`src/hdl/tsc_params.svh`:
```
// Purpose: Offsets, field positions, codes and reset values of the
//          trigger state control block.
// Assumes: 32-bit AXI4-Lite data, one aligned word per register.
// Notes:   Definitions only.
`ifndef TSC_PARAMS_SVH
`define TSC_PARAMS_SVH

// ==========================================================
// Register byte offsets
`define TSC_OFS_CMD 8'h00
`define TSC_OFS_SRC 8'h04
`define TSC_OFS_PEND_AC 8'h08
`define TSC_OFS_PEND_DC 8'h0C
`define TSC_OFS_PEND_FREQ 8'h10
`define TSC_OFS_OUT_AC 8'h14
`define TSC_OFS_OUT_DC 8'h18
`define TSC_OFS_OUT_FREQ 8'h1C
`define TSC_OFS_STATUS 8'h20
`define TSC_OFS_WAVE 8'h24
`define TSC_OFS_MEAS 8'h28
`define TSC_OFS_ERR 8'h2C

// ==========================================================
// Trigger groups
`define TSC_NGRP 4
`define TSC_G_OUT 0
`define TSC_G_MEAS 1
`define TSC_G_SIM 2
`define TSC_G_SEQ 3

// ==========================================================
// Command register bits (write one to act)
`define TSC_CMD_ARM_LSB 0
`define TSC_CMD_TRIG_LSB 4
`define TSC_CMD_COMMON_TRIG 8
`define TSC_CMD_CANCEL 9
`define TSC_CMD_RESET 10
`define TSC_CMD_RECALL 11
`define TSC_CMD_DEV_CLEAR 12
`define TSC_CMD_MEASURE 13

// ==========================================================
// Status register bits
`define TSC_ST_MEAS_VALID 12
`define TSC_ST_TRIG_ERR 13
`define TSC_ST_FETCH_ERR 14
`define TSC_ST_WAVE_REFUSED 15
`define TSC_ST_SYNC 16

// ==========================================================
// Waveform register fields
`define TSC_WAVE_EN 0
`define TSC_WAVE_TYPE_LSB 4

// ==========================================================
// Error codes and reset values
`define TSC_ERR_TRIGGER 32'hFFFFFF2E
`define TSC_ERR_NO_DATA 32'hFFFFFF1A
`define TSC_ERR_NONE 32'h00000000
`define TSC_RST_WORD 32'h00000000
`define TSC_RESP_OKAY 2'h0
`define TSC_RESP_SLVERR 2'h2

`endif

```
`src/hdl/tsc_pkg.sv`:
```
// Purpose: Types of the trigger state control block.
// Assumes: Constants come from tsc_params.svh.
// Notes:   Nothing is imported; users write tsc_pkg::name.
package tsc_pkg;

   // ==========================================================
   // Trigger group state, one-hot
   typedef enum logic [2:0] {
      ST_IDLE = 3'h1,
      ST_INIT = 3'h2,
      ST_WAITING_FOR_TRIGGER_STATE = 3'h4
   } tsc_state_e;

   // ==========================================================
   // Waveform type codes as reported
   typedef enum logic [1:0] {
      WAVE_SINE = 2'h0,
      WAVE_CLIP = 2'h1,
      WAVE_FLAT_TOP_SHAPE = 2'h2,
      WAVE_ARB = 2'h3
   } tsc_wave_e;

endpackage : tsc_pkg

```
`src/hdl/tsc_trigger_ctrl.sv`:
```
// Purpose: Trigger sequencing for four trigger groups with AXI4-Lite
//          register access, pending output settings and measurement hold.
// Assumes: Engines give a one-cycle done pulse per group; aclk 40 MHz.
// Notes:
// Functional notes
// - Four groups: output change, measurement, simulation, sequence.
// - Each group has only idle, initiated and waiting-for-trigger states.
// - Reset places every group in idle.
// - A trigger reaching an idle group is discarded without effect.
// - Cancel, reset, recall or device clear force all groups idle.
// - Arming an idle group moves it out of idle into operation.
// - With no-wait source, arming fires the group at once.
// - With host-trigger source, arming enters the waiting state.
// - A trigger in the waiting state fires the group.
// - Output-change fire applies AC, DC offset and frequency only.
// - Pending AC, DC and frequency copy to output only on fire.
// - Trigger during a running output change flags error -210.
// - Completion of a triggered operation returns the group to idle.
// - Cancel instead of trigger drops pending output changes.
// - Common trigger fires every waiting group at the same time.
// - Cancel and device clear stop measuring but keep held data.
// - Reset and recall invalidate held data; later fetch errors.
// - Measure starts a new measurement; fetch reads held data only.
// - Waveform type reports sine, clipped, flat-top or user table.
// - Custom waveform enable is one bit, refused while sync active.
// - Cancel stops a waiting or running sequence and idles it.
//
// Design decisions made here: the AXI4-Lite register port and the register offsets.
`timescale 1ns/100ps
`include "tsc_params.svh"

module tsc_trigger_ctrl (
   input wire logic aclk,
   input wire logic aresetn,
   // AXI4-Lite slave
   input wire logic [7:0] s_axi_awaddr,
   input wire logic s_axi_awvalid,
   output logic s_axi_awready,
   input wire logic [31:0] s_axi_wdata,
   input wire logic [3:0] s_axi_wstrb,
   input wire logic s_axi_wvalid,
   output logic s_axi_wready,
   output logic [1:0] s_axi_bresp,
   output logic s_axi_bvalid,
   input wire logic s_axi_bready,
   input wire logic [7:0] s_axi_araddr,
   input wire logic s_axi_arvalid,
   output logic s_axi_arready,
   output logic [31:0] s_axi_rdata,
   output logic [1:0] s_axi_rresp,
   output logic s_axi_rvalid,
   input wire logic s_axi_rready,
   // Engine side
   output logic [3:0] grp_start_q,
   output logic [3:0] grp_stop_q,
   input wire logic [3:0] grp_done,
   input wire logic [31:0] meas_value,
   output logic [31:0] out_ac_q,
   output logic [31:0] out_dc_q,
   output logic [31:0] out_freq_q,
   input wire logic sync_active,
   input wire logic [1:0] wave_type,
   output logic wave_enable_q
);

   // ==========================================================
   // Helpers
   function automatic logic [31:0] merge(input logic [31:0] old,
                                         input logic [31:0] data,
                                         input logic [3:0] strb);
      logic [31:0] r;
      r = old;
      for (int i = 0; i < 4; i++) begin
         if (strb[i]) begin
            r[i*8 +: 8] = data[i*8 +: 8];
         end
      end
      return r;
   endfunction : merge

   function automatic logic mapped(input logic [7:0] a);
      return (a[1:0] == 2'h0) && (a <= `TSC_OFS_ERR);
   endfunction : mapped

   // ==========================================================
   // Storage
   tsc_pkg::tsc_state_e grp_q [`TSC_NGRP];
   logic [3:0] src_q;
   logic [31:0] pend_ac_q;
   logic [31:0] pend_dc_q;
   logic [31:0] pend_freq_q;
   logic [31:0] meas_data_q;
   logic meas_valid_q;
   logic trig_err_q;
   logic fetch_err_q;
   logic wave_refused_q;
   logic [31:0] err_code_q;

   // ==========================================================
   // AXI4-Lite write channel
   logic aw_have_q;
   logic w_have_q;
   logic [7:0] awaddr_q;
   logic [31:0] wdata_q;
   logic [3:0] wstrb_q;
   logic do_write;
   logic [31:0] cmd;

   assign s_axi_awready = !aw_have_q && !s_axi_bvalid;
   assign s_axi_wready = !w_have_q && !s_axi_bvalid;
   assign do_write = aw_have_q && w_have_q && !s_axi_bvalid;

   always_ff @(posedge aclk) begin
      if (!aresetn) begin
         aw_have_q <= 1'b0;
         awaddr_q <= 8'h00;
      end else if (s_axi_awvalid && s_axi_awready) begin
         aw_have_q <= 1'b1;
         awaddr_q <= s_axi_awaddr;
      end else if (do_write) begin
         aw_have_q <= 1'b0;
      end
   end

   always_ff @(posedge aclk) begin
      if (!aresetn) begin
         w_have_q <= 1'b0;
         wdata_q <= `TSC_RST_WORD;
         wstrb_q <= 4'h0;
      end else if (s_axi_wvalid && s_axi_wready) begin
         w_have_q <= 1'b1;
         wdata_q <= s_axi_wdata;
         wstrb_q <= s_axi_wstrb;
      end else if (do_write) begin
         w_have_q <= 1'b0;
      end
   end

   always_ff @(posedge aclk) begin
      if (!aresetn) begin
         s_axi_bvalid <= 1'b0;
         s_axi_bresp <= `TSC_RESP_OKAY;
      end else if (do_write) begin
         s_axi_bvalid <= 1'b1;
         s_axi_bresp <= mapped(awaddr_q) ? `TSC_RESP_OKAY
                                         : `TSC_RESP_SLVERR;
      end else if (s_axi_bready) begin
         s_axi_bvalid <= 1'b0;
      end
   end

   function automatic logic wr_at(input logic [7:0] ofs);
      return do_write && (awaddr_q == ofs);
   endfunction : wr_at

   // Command bits live one cycle only; unselected lanes act as zero
   // Decoded in place so the assign sees every operand it depends on
   assign cmd = (do_write && awaddr_q == `TSC_OFS_CMD)
                ? merge(32'h0, wdata_q, wstrb_q) : 32'h0;

   // ==========================================================
   // Command decode
   logic all_idle;
   logic drop_data;
   logic common_trig;
   logic measure_cmd;
   logic [3:0] arm;
   logic [3:0] host_trig;
   logic [3:0] fire;
   logic [3:0] src_eff;

   // Reset and recall are the only causes that also drop held data
   assign drop_data = cmd[`TSC_CMD_RESET] || cmd[`TSC_CMD_RECALL];
   assign all_idle = cmd[`TSC_CMD_CANCEL] || cmd[`TSC_CMD_DEV_CLEAR]
                     || drop_data;
   assign common_trig = cmd[`TSC_CMD_COMMON_TRIG];
   assign measure_cmd = cmd[`TSC_CMD_MEASURE];
   assign host_trig = cmd[`TSC_CMD_TRIG_LSB +: 4];

   always_comb begin
      arm = cmd[`TSC_CMD_ARM_LSB +: 4];
      src_eff = src_q;
      // Measure arms the measurement group without waiting
      arm[`TSC_G_MEAS] = arm[`TSC_G_MEAS] || measure_cmd;
      if (measure_cmd) begin
         src_eff[`TSC_G_MEAS] = 1'b0;
      end
   end

   // ==========================================================
   // Trigger group state machines
   always_comb begin
      for (int g = 0; g < `TSC_NGRP; g++) begin
         fire[g] = 1'b0;
         if (!all_idle) begin
            case (grp_q[g])
               tsc_pkg::ST_IDLE: begin
                  fire[g] = arm[g] && !src_eff[g];
               end
               tsc_pkg::ST_WAITING_FOR_TRIGGER_STATE: begin
                  fire[g] = host_trig[g] || common_trig;
               end
               tsc_pkg::ST_INIT: begin
                  fire[g] = 1'b0;
               end
               default: begin
                  fire[g] = 1'b0;
               end
            endcase
         end
      end
   end

   always_ff @(posedge aclk) begin
      for (int g = 0; g < `TSC_NGRP; g++) begin
         if (!aresetn) begin
            grp_q[g] <= tsc_pkg::ST_IDLE;
         end else if (all_idle) begin
            grp_q[g] <= tsc_pkg::ST_IDLE;
         end else begin
            case (grp_q[g])
               tsc_pkg::ST_IDLE: begin
                  // Triggers here fall through unused
                  if (arm[g] && src_eff[g]) begin
                     grp_q[g] <= tsc_pkg::ST_WAITING_FOR_TRIGGER_STATE;
                  end else if (fire[g]) begin
                     grp_q[g] <= tsc_pkg::ST_INIT;
                  end
               end
               tsc_pkg::ST_WAITING_FOR_TRIGGER_STATE: begin
                  if (fire[g]) begin
                     grp_q[g] <= tsc_pkg::ST_INIT;
                  end
               end
               tsc_pkg::ST_INIT: begin
                  if (grp_done[g]) begin
                     grp_q[g] <= tsc_pkg::ST_IDLE;
                  end
               end
               default: begin
                  grp_q[g] <= tsc_pkg::ST_IDLE;
               end
            endcase
         end
      end
   end

   // Start and stop strobes to the engines
   always_ff @(posedge aclk) begin
      if (!aresetn) begin
         grp_start_q <= 4'h0;
         grp_stop_q <= 4'h0;
      end else begin
         grp_start_q <= fire;
         for (int g = 0; g < `TSC_NGRP; g++) begin
            // Waiting groups are stopped too so engines never see a start
            grp_stop_q[g] <= all_idle &&
                             (grp_q[g] != tsc_pkg::ST_IDLE);
         end
      end
   end

   // ==========================================================
   // Source selection, one bit per group, 1 = host trigger
   always_ff @(posedge aclk) begin
      if (!aresetn) begin
         src_q <= 4'h0;
      end else if (wr_at(`TSC_OFS_SRC) && wstrb_q[0]) begin
         src_q <= wdata_q[3:0];
      end
   end

   // ==========================================================
   // Pending and applied output settings
   logic drop_pending;
   assign drop_pending = all_idle &&
      (grp_q[`TSC_G_OUT] != tsc_pkg::ST_IDLE);

   always_ff @(posedge aclk) begin
      if (!aresetn) begin
         pend_ac_q <= `TSC_RST_WORD;
         pend_dc_q <= `TSC_RST_WORD;
         pend_freq_q <= `TSC_RST_WORD;
      end else if (drop_pending) begin
         pend_ac_q <= out_ac_q;
         pend_dc_q <= out_dc_q;
         pend_freq_q <= out_freq_q;
      end else begin
         if (wr_at(`TSC_OFS_PEND_AC)) begin
            pend_ac_q <= merge(pend_ac_q, wdata_q, wstrb_q);
         end
         if (wr_at(`TSC_OFS_PEND_DC)) begin
            pend_dc_q <= merge(pend_dc_q, wdata_q, wstrb_q);
         end
         if (wr_at(`TSC_OFS_PEND_FREQ)) begin
            pend_freq_q <= merge(pend_freq_q, wdata_q, wstrb_q);
         end
      end
   end

   // Current limit is not held here, so a trigger cannot touch it
   always_ff @(posedge aclk) begin
      if (!aresetn) begin
         out_ac_q <= `TSC_RST_WORD;
         out_dc_q <= `TSC_RST_WORD;
         out_freq_q <= `TSC_RST_WORD;
      end else if (fire[`TSC_G_OUT]) begin
         out_ac_q <= pend_ac_q;
         out_dc_q <= pend_dc_q;
         out_freq_q <= pend_freq_q;
      end
   end

   // ==========================================================
   // Measurement hold
   logic meas_read;
   logic fetch_fail;
   logic trig_busy;
   logic [31:0] status_w1c;

   always_ff @(posedge aclk) begin
      if (!aresetn) begin
         meas_valid_q <= 1'b0;
         meas_data_q <= `TSC_RST_WORD;
      end else if (drop_data || measure_cmd) begin
         meas_valid_q <= 1'b0;
      end else if (grp_done[`TSC_G_MEAS] &&
                   grp_q[`TSC_G_MEAS] == tsc_pkg::ST_INIT) begin
         meas_valid_q <= 1'b1;
         meas_data_q <= meas_value;
      end
   end

   // No held data and nothing on the way means the fetch cannot succeed
   assign fetch_fail = meas_read && !meas_valid_q &&
      (grp_q[`TSC_G_MEAS] == tsc_pkg::ST_IDLE);

   // A second change while one is still applying
   assign trig_busy = (grp_q[`TSC_G_OUT] == tsc_pkg::ST_INIT) &&
      (host_trig[`TSC_G_OUT] || common_trig) && !all_idle;

   // ==========================================================
   // Sticky error flags; a set in the clearing cycle wins
   assign status_w1c = (do_write && awaddr_q == `TSC_OFS_STATUS)
                       ? merge(32'h0, wdata_q, wstrb_q) : 32'h0;

   always_ff @(posedge aclk) begin
      if (!aresetn) begin
         trig_err_q <= 1'b0;
      end else if (trig_busy) begin
         trig_err_q <= 1'b1;
      end else if (status_w1c[`TSC_ST_TRIG_ERR]) begin
         trig_err_q <= 1'b0;
      end
   end

   always_ff @(posedge aclk) begin
      if (!aresetn) begin
         fetch_err_q <= 1'b0;
      end else if (fetch_fail) begin
         fetch_err_q <= 1'b1;
      end else if (status_w1c[`TSC_ST_FETCH_ERR]) begin
         fetch_err_q <= 1'b0;
      end
   end

   always_ff @(posedge aclk) begin
      if (!aresetn) begin
         err_code_q <= `TSC_ERR_NONE;
      end else if (trig_busy) begin
         err_code_q <= `TSC_ERR_TRIGGER;
      end else if (fetch_fail) begin
         err_code_q <= `TSC_ERR_NO_DATA;
      end else if (wr_at(`TSC_OFS_ERR)) begin
         err_code_q <= `TSC_ERR_NONE;
      end
   end

   // ==========================================================
   // Custom waveform enable
   logic wave_wr;
   assign wave_wr = do_write && (awaddr_q == `TSC_OFS_WAVE) && wstrb_q[0];

   always_ff @(posedge aclk) begin
      if (!aresetn) begin
         wave_enable_q <= 1'b0;
      end else if (wave_wr && !sync_active) begin
         wave_enable_q <= wdata_q[`TSC_WAVE_EN];
      end
   end

   always_ff @(posedge aclk) begin
      if (!aresetn) begin
         wave_refused_q <= 1'b0;
      end else if (wave_wr && sync_active) begin
         wave_refused_q <= 1'b1;
      end else if (status_w1c[`TSC_ST_WAVE_REFUSED]) begin
         wave_refused_q <= 1'b0;
      end
   end

   // ==========================================================
   // AXI4-Lite read channel
   logic [31:0] rd_word;
   logic [31:0] status_word;

   assign s_axi_arready = !s_axi_rvalid;
   assign meas_read = s_axi_arvalid && s_axi_arready &&
                      (s_axi_araddr == `TSC_OFS_MEAS);

   always_comb begin
      status_word = 32'h0;
      for (int g = 0; g < `TSC_NGRP; g++) begin
         status_word[g*3 +: 3] = grp_q[g];
      end
      status_word[`TSC_ST_MEAS_VALID] = meas_valid_q;
      status_word[`TSC_ST_TRIG_ERR] = trig_err_q;
      status_word[`TSC_ST_FETCH_ERR] = fetch_err_q;
      status_word[`TSC_ST_WAVE_REFUSED] = wave_refused_q;
      status_word[`TSC_ST_SYNC] = sync_active;
   end

   always_comb begin
      rd_word = 32'h0;
      case (s_axi_araddr)
         `TSC_OFS_SRC: rd_word = {28'h0, src_q};
         `TSC_OFS_PEND_AC: rd_word = pend_ac_q;
         `TSC_OFS_PEND_DC: rd_word = pend_dc_q;
         `TSC_OFS_PEND_FREQ: rd_word = pend_freq_q;
         `TSC_OFS_OUT_AC: rd_word = out_ac_q;
         `TSC_OFS_OUT_DC: rd_word = out_dc_q;
         `TSC_OFS_OUT_FREQ: rd_word = out_freq_q;
         `TSC_OFS_STATUS: rd_word = status_word;
         `TSC_OFS_WAVE: begin
            rd_word[`TSC_WAVE_EN] = wave_enable_q;
            rd_word[`TSC_WAVE_TYPE_LSB +: 2] = wave_type;
         end
         // Stale data is returned as is; reading early is the host's fault
         `TSC_OFS_MEAS: rd_word = meas_data_q;
         `TSC_OFS_ERR: rd_word = err_code_q;
         default: rd_word = 32'h0;
      endcase
   end

   always_ff @(posedge aclk) begin
      if (!aresetn) begin
         s_axi_rvalid <= 1'b0;
         s_axi_rdata <= `TSC_RST_WORD;
         s_axi_rresp <= `TSC_RESP_OKAY;
      end else if (s_axi_arvalid && s_axi_arready) begin
         s_axi_rvalid <= 1'b1;
         s_axi_rdata <= rd_word;
         s_axi_rresp <= mapped(s_axi_araddr) ? `TSC_RESP_OKAY
                                             : `TSC_RESP_SLVERR;
      end else if (s_axi_rready) begin
         s_axi_rvalid <= 1'b0;
      end
   end

endmodule : tsc_trigger_ctrl

```
`config.mk`:
```
export PLATFORM = sky130hd
export DESIGN_NAME = tsc_trigger_ctrl
export DESIGN_NICKNAME = d
export VERILOG_FILES = /design/src/hdl/tsc_pkg.sv /design/src/hdl/tsc_trigger_ctrl.sv
export VERILOG_INCLUDE_DIRS = /design/src /design/src/hdl
export SDC_FILE = /design/constraint.sdc
export NUM_CORES = 1
export LEC_CHECK = 0
export BUFFER_PORTS_ARGS = -buffer_cell sky130_fd_sc_hd__buf_2
export CORE_AREA = 3 3 160 193
export CTS_BUF_LIST = sky130_fd_sc_hd__clkbuf_2 sky130_fd_sc_hd__clkbuf_4 sky130_fd_sc_hd__clkbuf_8
export DETAILED_ROUTE_END_ITERATION = 8
export DIE_AREA = 0 0 163 196
export GPL_TIMING_DRIVEN = 0
export HOLD_SLACK_MARGIN = 0.1
export MAX_ROUTING_LAYER = met4
export PLACE_DENSITY = 0.77
export SYNTH_ARGS = -nofsm -noshare
export SYNTH_HDL_FRONTEND = slang
export SYNTH_SLANG_ARGS = --single-unit
```
`constraint.sdc`:
```
create_clock -name aclk -period 2.18 [get_ports aclk]
set_input_delay 0.436 -clock aclk [delete_from_list [all_inputs] [get_ports aclk]]
set_output_delay 0.436 -clock aclk [all_outputs]
set_load 0.005 [all_outputs]
```
==> metrics.cfg <==
[sta]
post-route-period-util_pct = 100
fin_ws_ns = -0.00908
maxSlewViolCount = 0
worst_hold_slack_ns = 0.145
rsz0062_at_grt = yes
slew_headroom_pct = 27.3
fmax_mhz = 457
tightestPinTransition_ns = 1.09
setup-violations-final = 1
min_period_ns = 2.19
hold_viol = 0
skew_ns = 0.0154
final.setup.tns_ns = -0.00908

[floorplan]
initial_utilization_pct = 53.1
die_w_um = 163
die_area_um2 = 31900
core-area_um2 = 28900
die_h_um = 196
io-pin-count = 244
rows = 68

[worst_setup_path]
slowest_stage = dfxtp_1
startpoint_type = flip-flop
crit_chain = and3_2 > nand2_2 > clkbuf_2 > nand4_1 > a22o_1
cp_top_family = simple AND/OR/NAND/NOR gates
endpoint_kind = flip-flop
critPathRequiredTime_ns = 2.74
worst_r2r_path_depth = 5
cp_max_fo = 10
cpPeakStageDelay_ns = 0.64
critPathBufInv = 1
worstPathArrival_ns = 2.75
cp_num_cells = 5
path_class = flip-flop to flip-flop

[pwr]
ir_drop_mv = 0.633
power_density_nw_per_um2 = 700
leakage_nw = 7.51

[global_routing]
grt_usage_pct = 44.9
antenna_found_initial = 2
grt_max_degree = 17
grt_pass1_wl_um = 105000
grt_pass1_vias = 16500
gr-total-overflow = 0

[logic_synthesis]
synth_top_flop_cell = dfxtp_1
syn-cell-area_um2 = 15400
synth-edff-count = 12
async_flop_share_pct = 0
synth_warnings = 0
ys_ff_latch = 338
synth_cell_types = 81
syn-instance-count = 1869
ys_seq_area_share_pct = 44.9
avgSynthCellArea_um2 = 8.21

[route]
firstDrtPassIters = 9
drc = 0
wl_per_cell_um = 27.2
via_count = 17600
vias_per_cell = 6.55
ant_nets = 0
drt_iter0_drc = 2467
wl_um = 73100

[clock_tree]
clk_pin_slew_ns = 0.07
htreeDepth = 2
clk_path_buf_depth = 3
clkSinkCount = 338
root_buffer = clkbuf_8
cts_buffers = 54
clk_latency_ns = 0.62
cts_tree = yes

[place]
dp.cells = 2490
port_buffers = 235
gp_congestion = 1.05
dpl.hpwl_um = 52800

[layout]
fin_util_pct = 67.7
fin_nets = 2352
final_cells = 2683
num-fill-cells = 2419
syn2layout_area_growth_pct = 27.6
layout-drive-gt1-share_pct = 23.9

[run_status]
outcome = finished with violations
failed_checks = setup timing

[worst_hold_path]
hold_class = input pin to flip-flop
hold_depth = 3

[flow_run]
cap_viol_max_count = 0

Yosys cell counts, types with 11 or more instances:
| cell type | n | area, um^2 |
|---|---|---|
| nand2_1 | 459 | 1720 |
| dfxtp_1 | 326 | 6530 |
| o21ai_0 | 146 | 731 |
| a21oi_1 | 121 | 606 |
| nand3_1 | 109 | 546 |
| clkbuf_1 | 86 | 323 |
| a31oi_1 | 75 | 469 |
| o21ai_1 | 55 | 275 |
| nor2_1 | 53 | 199 |
| a22o_1 | 48 | 420 |
| buf_2 | 45 | 225 |
| a22oi_1 | 38 | 285 |
| mux2i_1 | 33 | 330 |
| a311oi_2 | 22 | 330 |
| o2bb2ai_1 | 17 | 149 |
| buf_6 | 15 | 169 |
| nand4_1 | 14 | 87.6 |
| edfxtp_1 | 12 | 360 |
| a221oi_1 | 11 | 96.3 |
| and2_1 | 11 | 68.8 |
metal layers:
metal	GRT usage (%)	part of all wire (%)
met3	10.7	12
met1	56.4	37
met5	-	0
met2	67.5	44
met4	23.0	6.0
what timing repair did:
item | 4_1_cts | 5_1_grt
cloned | 0 | 2
pin swaps | 8 | 8
buffers inserted | 8 | 14
gates resized for setup | 84 | 55
hold buffers | 73 | 0
setup endpoints to repair | 273 | 210
endpoints found under the hold margin | 73 | 0
area by class of cell:
type / instances / area, um^2 / share of cell area, %
multi-input cells: 1364 / 7900 / 40.3
flip-flops and latches: 338 / 6900 / 35.2
clock buffers: 84 / 1090 / 5.58
repair buffers: 332 / 2110 / 10.8
plain buffers: 157 / 941 / 4.80
inverters: 7 / 26.3 / 0.134
diodes: 1 / 2.50 / 0.0128
clock inverters: 15 / 128 / 0.652
well taps: 385 / 482 / 2.46
through the flow:
step                      total power, mW  setup slack, ns  instance area (um^2)
after floorplan                      6.97           0.0189                 15400
after global placement               7.39            -1.27                 17000
after detailed placement             7.41            -1.02                 17000
after CTS                            13.5          0.00453                 19300
after global routing                 13.9          -0.0244                 19600
final                                13.7         -0.00908                 19600
kinds of logic after synthesis:
family	synth area share [%]
buffers and inverters	5.48
other	0.0244
multiplexers	2.81
XOR/XNOR	0.0571
AND/OR/NAND/NOR	21.3
AO/OA/AOI/OAI	25.4
flip-flops	44.9
report_power, final:
group          internal (mW)  leakage (nW)  switching (mW)  total, mW
Sequential              6.29          2.75           0.102       6.39
Clock                   3.43         0.653            2.73       6.16
Combinational          0.381          4.10           0.771       1.15
Total                   10.1          7.51            3.60       13.7
worst register-to-register path, stage by stage (launching register included):
cell,delay (ns)
dfxtp_1,0.64
and3_2,0.46
nand2_2,0.27
clkbuf_2,0.34
nand4_1,0.26
a22o_1,0.16
flip-flops by register name, indices dropped and copies added, names as in the netlist, 8 cells and up:
register and cells:
awaddr_q 8, out_dc_q 32, pend_dc_q 32, s_axi_rdata 32
out_ac_q 32, grp_q 12, out_freq_q 32, pend_freq_q 32
meas_data_q 32, wdata_q 32, pend_ac_q 32
final timing paths:
check,startpoint,to,slack [ns]
hold reg to reg,s_axi_rdata[1]$_SDFFE_PN0P_,s_axi_rdata[1]$_SDFFE_PN0P_,0.46
setup reg to reg,err_code_q[30]$_SDFFE_PN0P_,s_axi_rdata[21]$_SDFFE_PN0P_,-0.009
setup / recovery,err_code_q[30]$_SDFFE_PN0P_,s_axi_rdata[21]$_SDFFE_PN0P_,-0.009
hold / removal,meas_value[15],meas_data_q[15]$_SDFFE_PN0P_,0.14
placed cells by master (no fill, tap or decap), drive strengths merged, types with 14 or more instances in the layout:
cell / instances
mux2i: 33
clkbuf: 174
a22o: 50
nor2: 56
o21ai: 201
nand4: 14
nand3: 109
o2bb2ai: 17
a21oi: 121
a22oi: 38
a311oi: 25
dfxtp: 326
buf: 326
dlygate4sd3: 73
a31oi: 75
nand2: 459
and2: 14
Note: power is estimated with default switching activity, not from simulation.
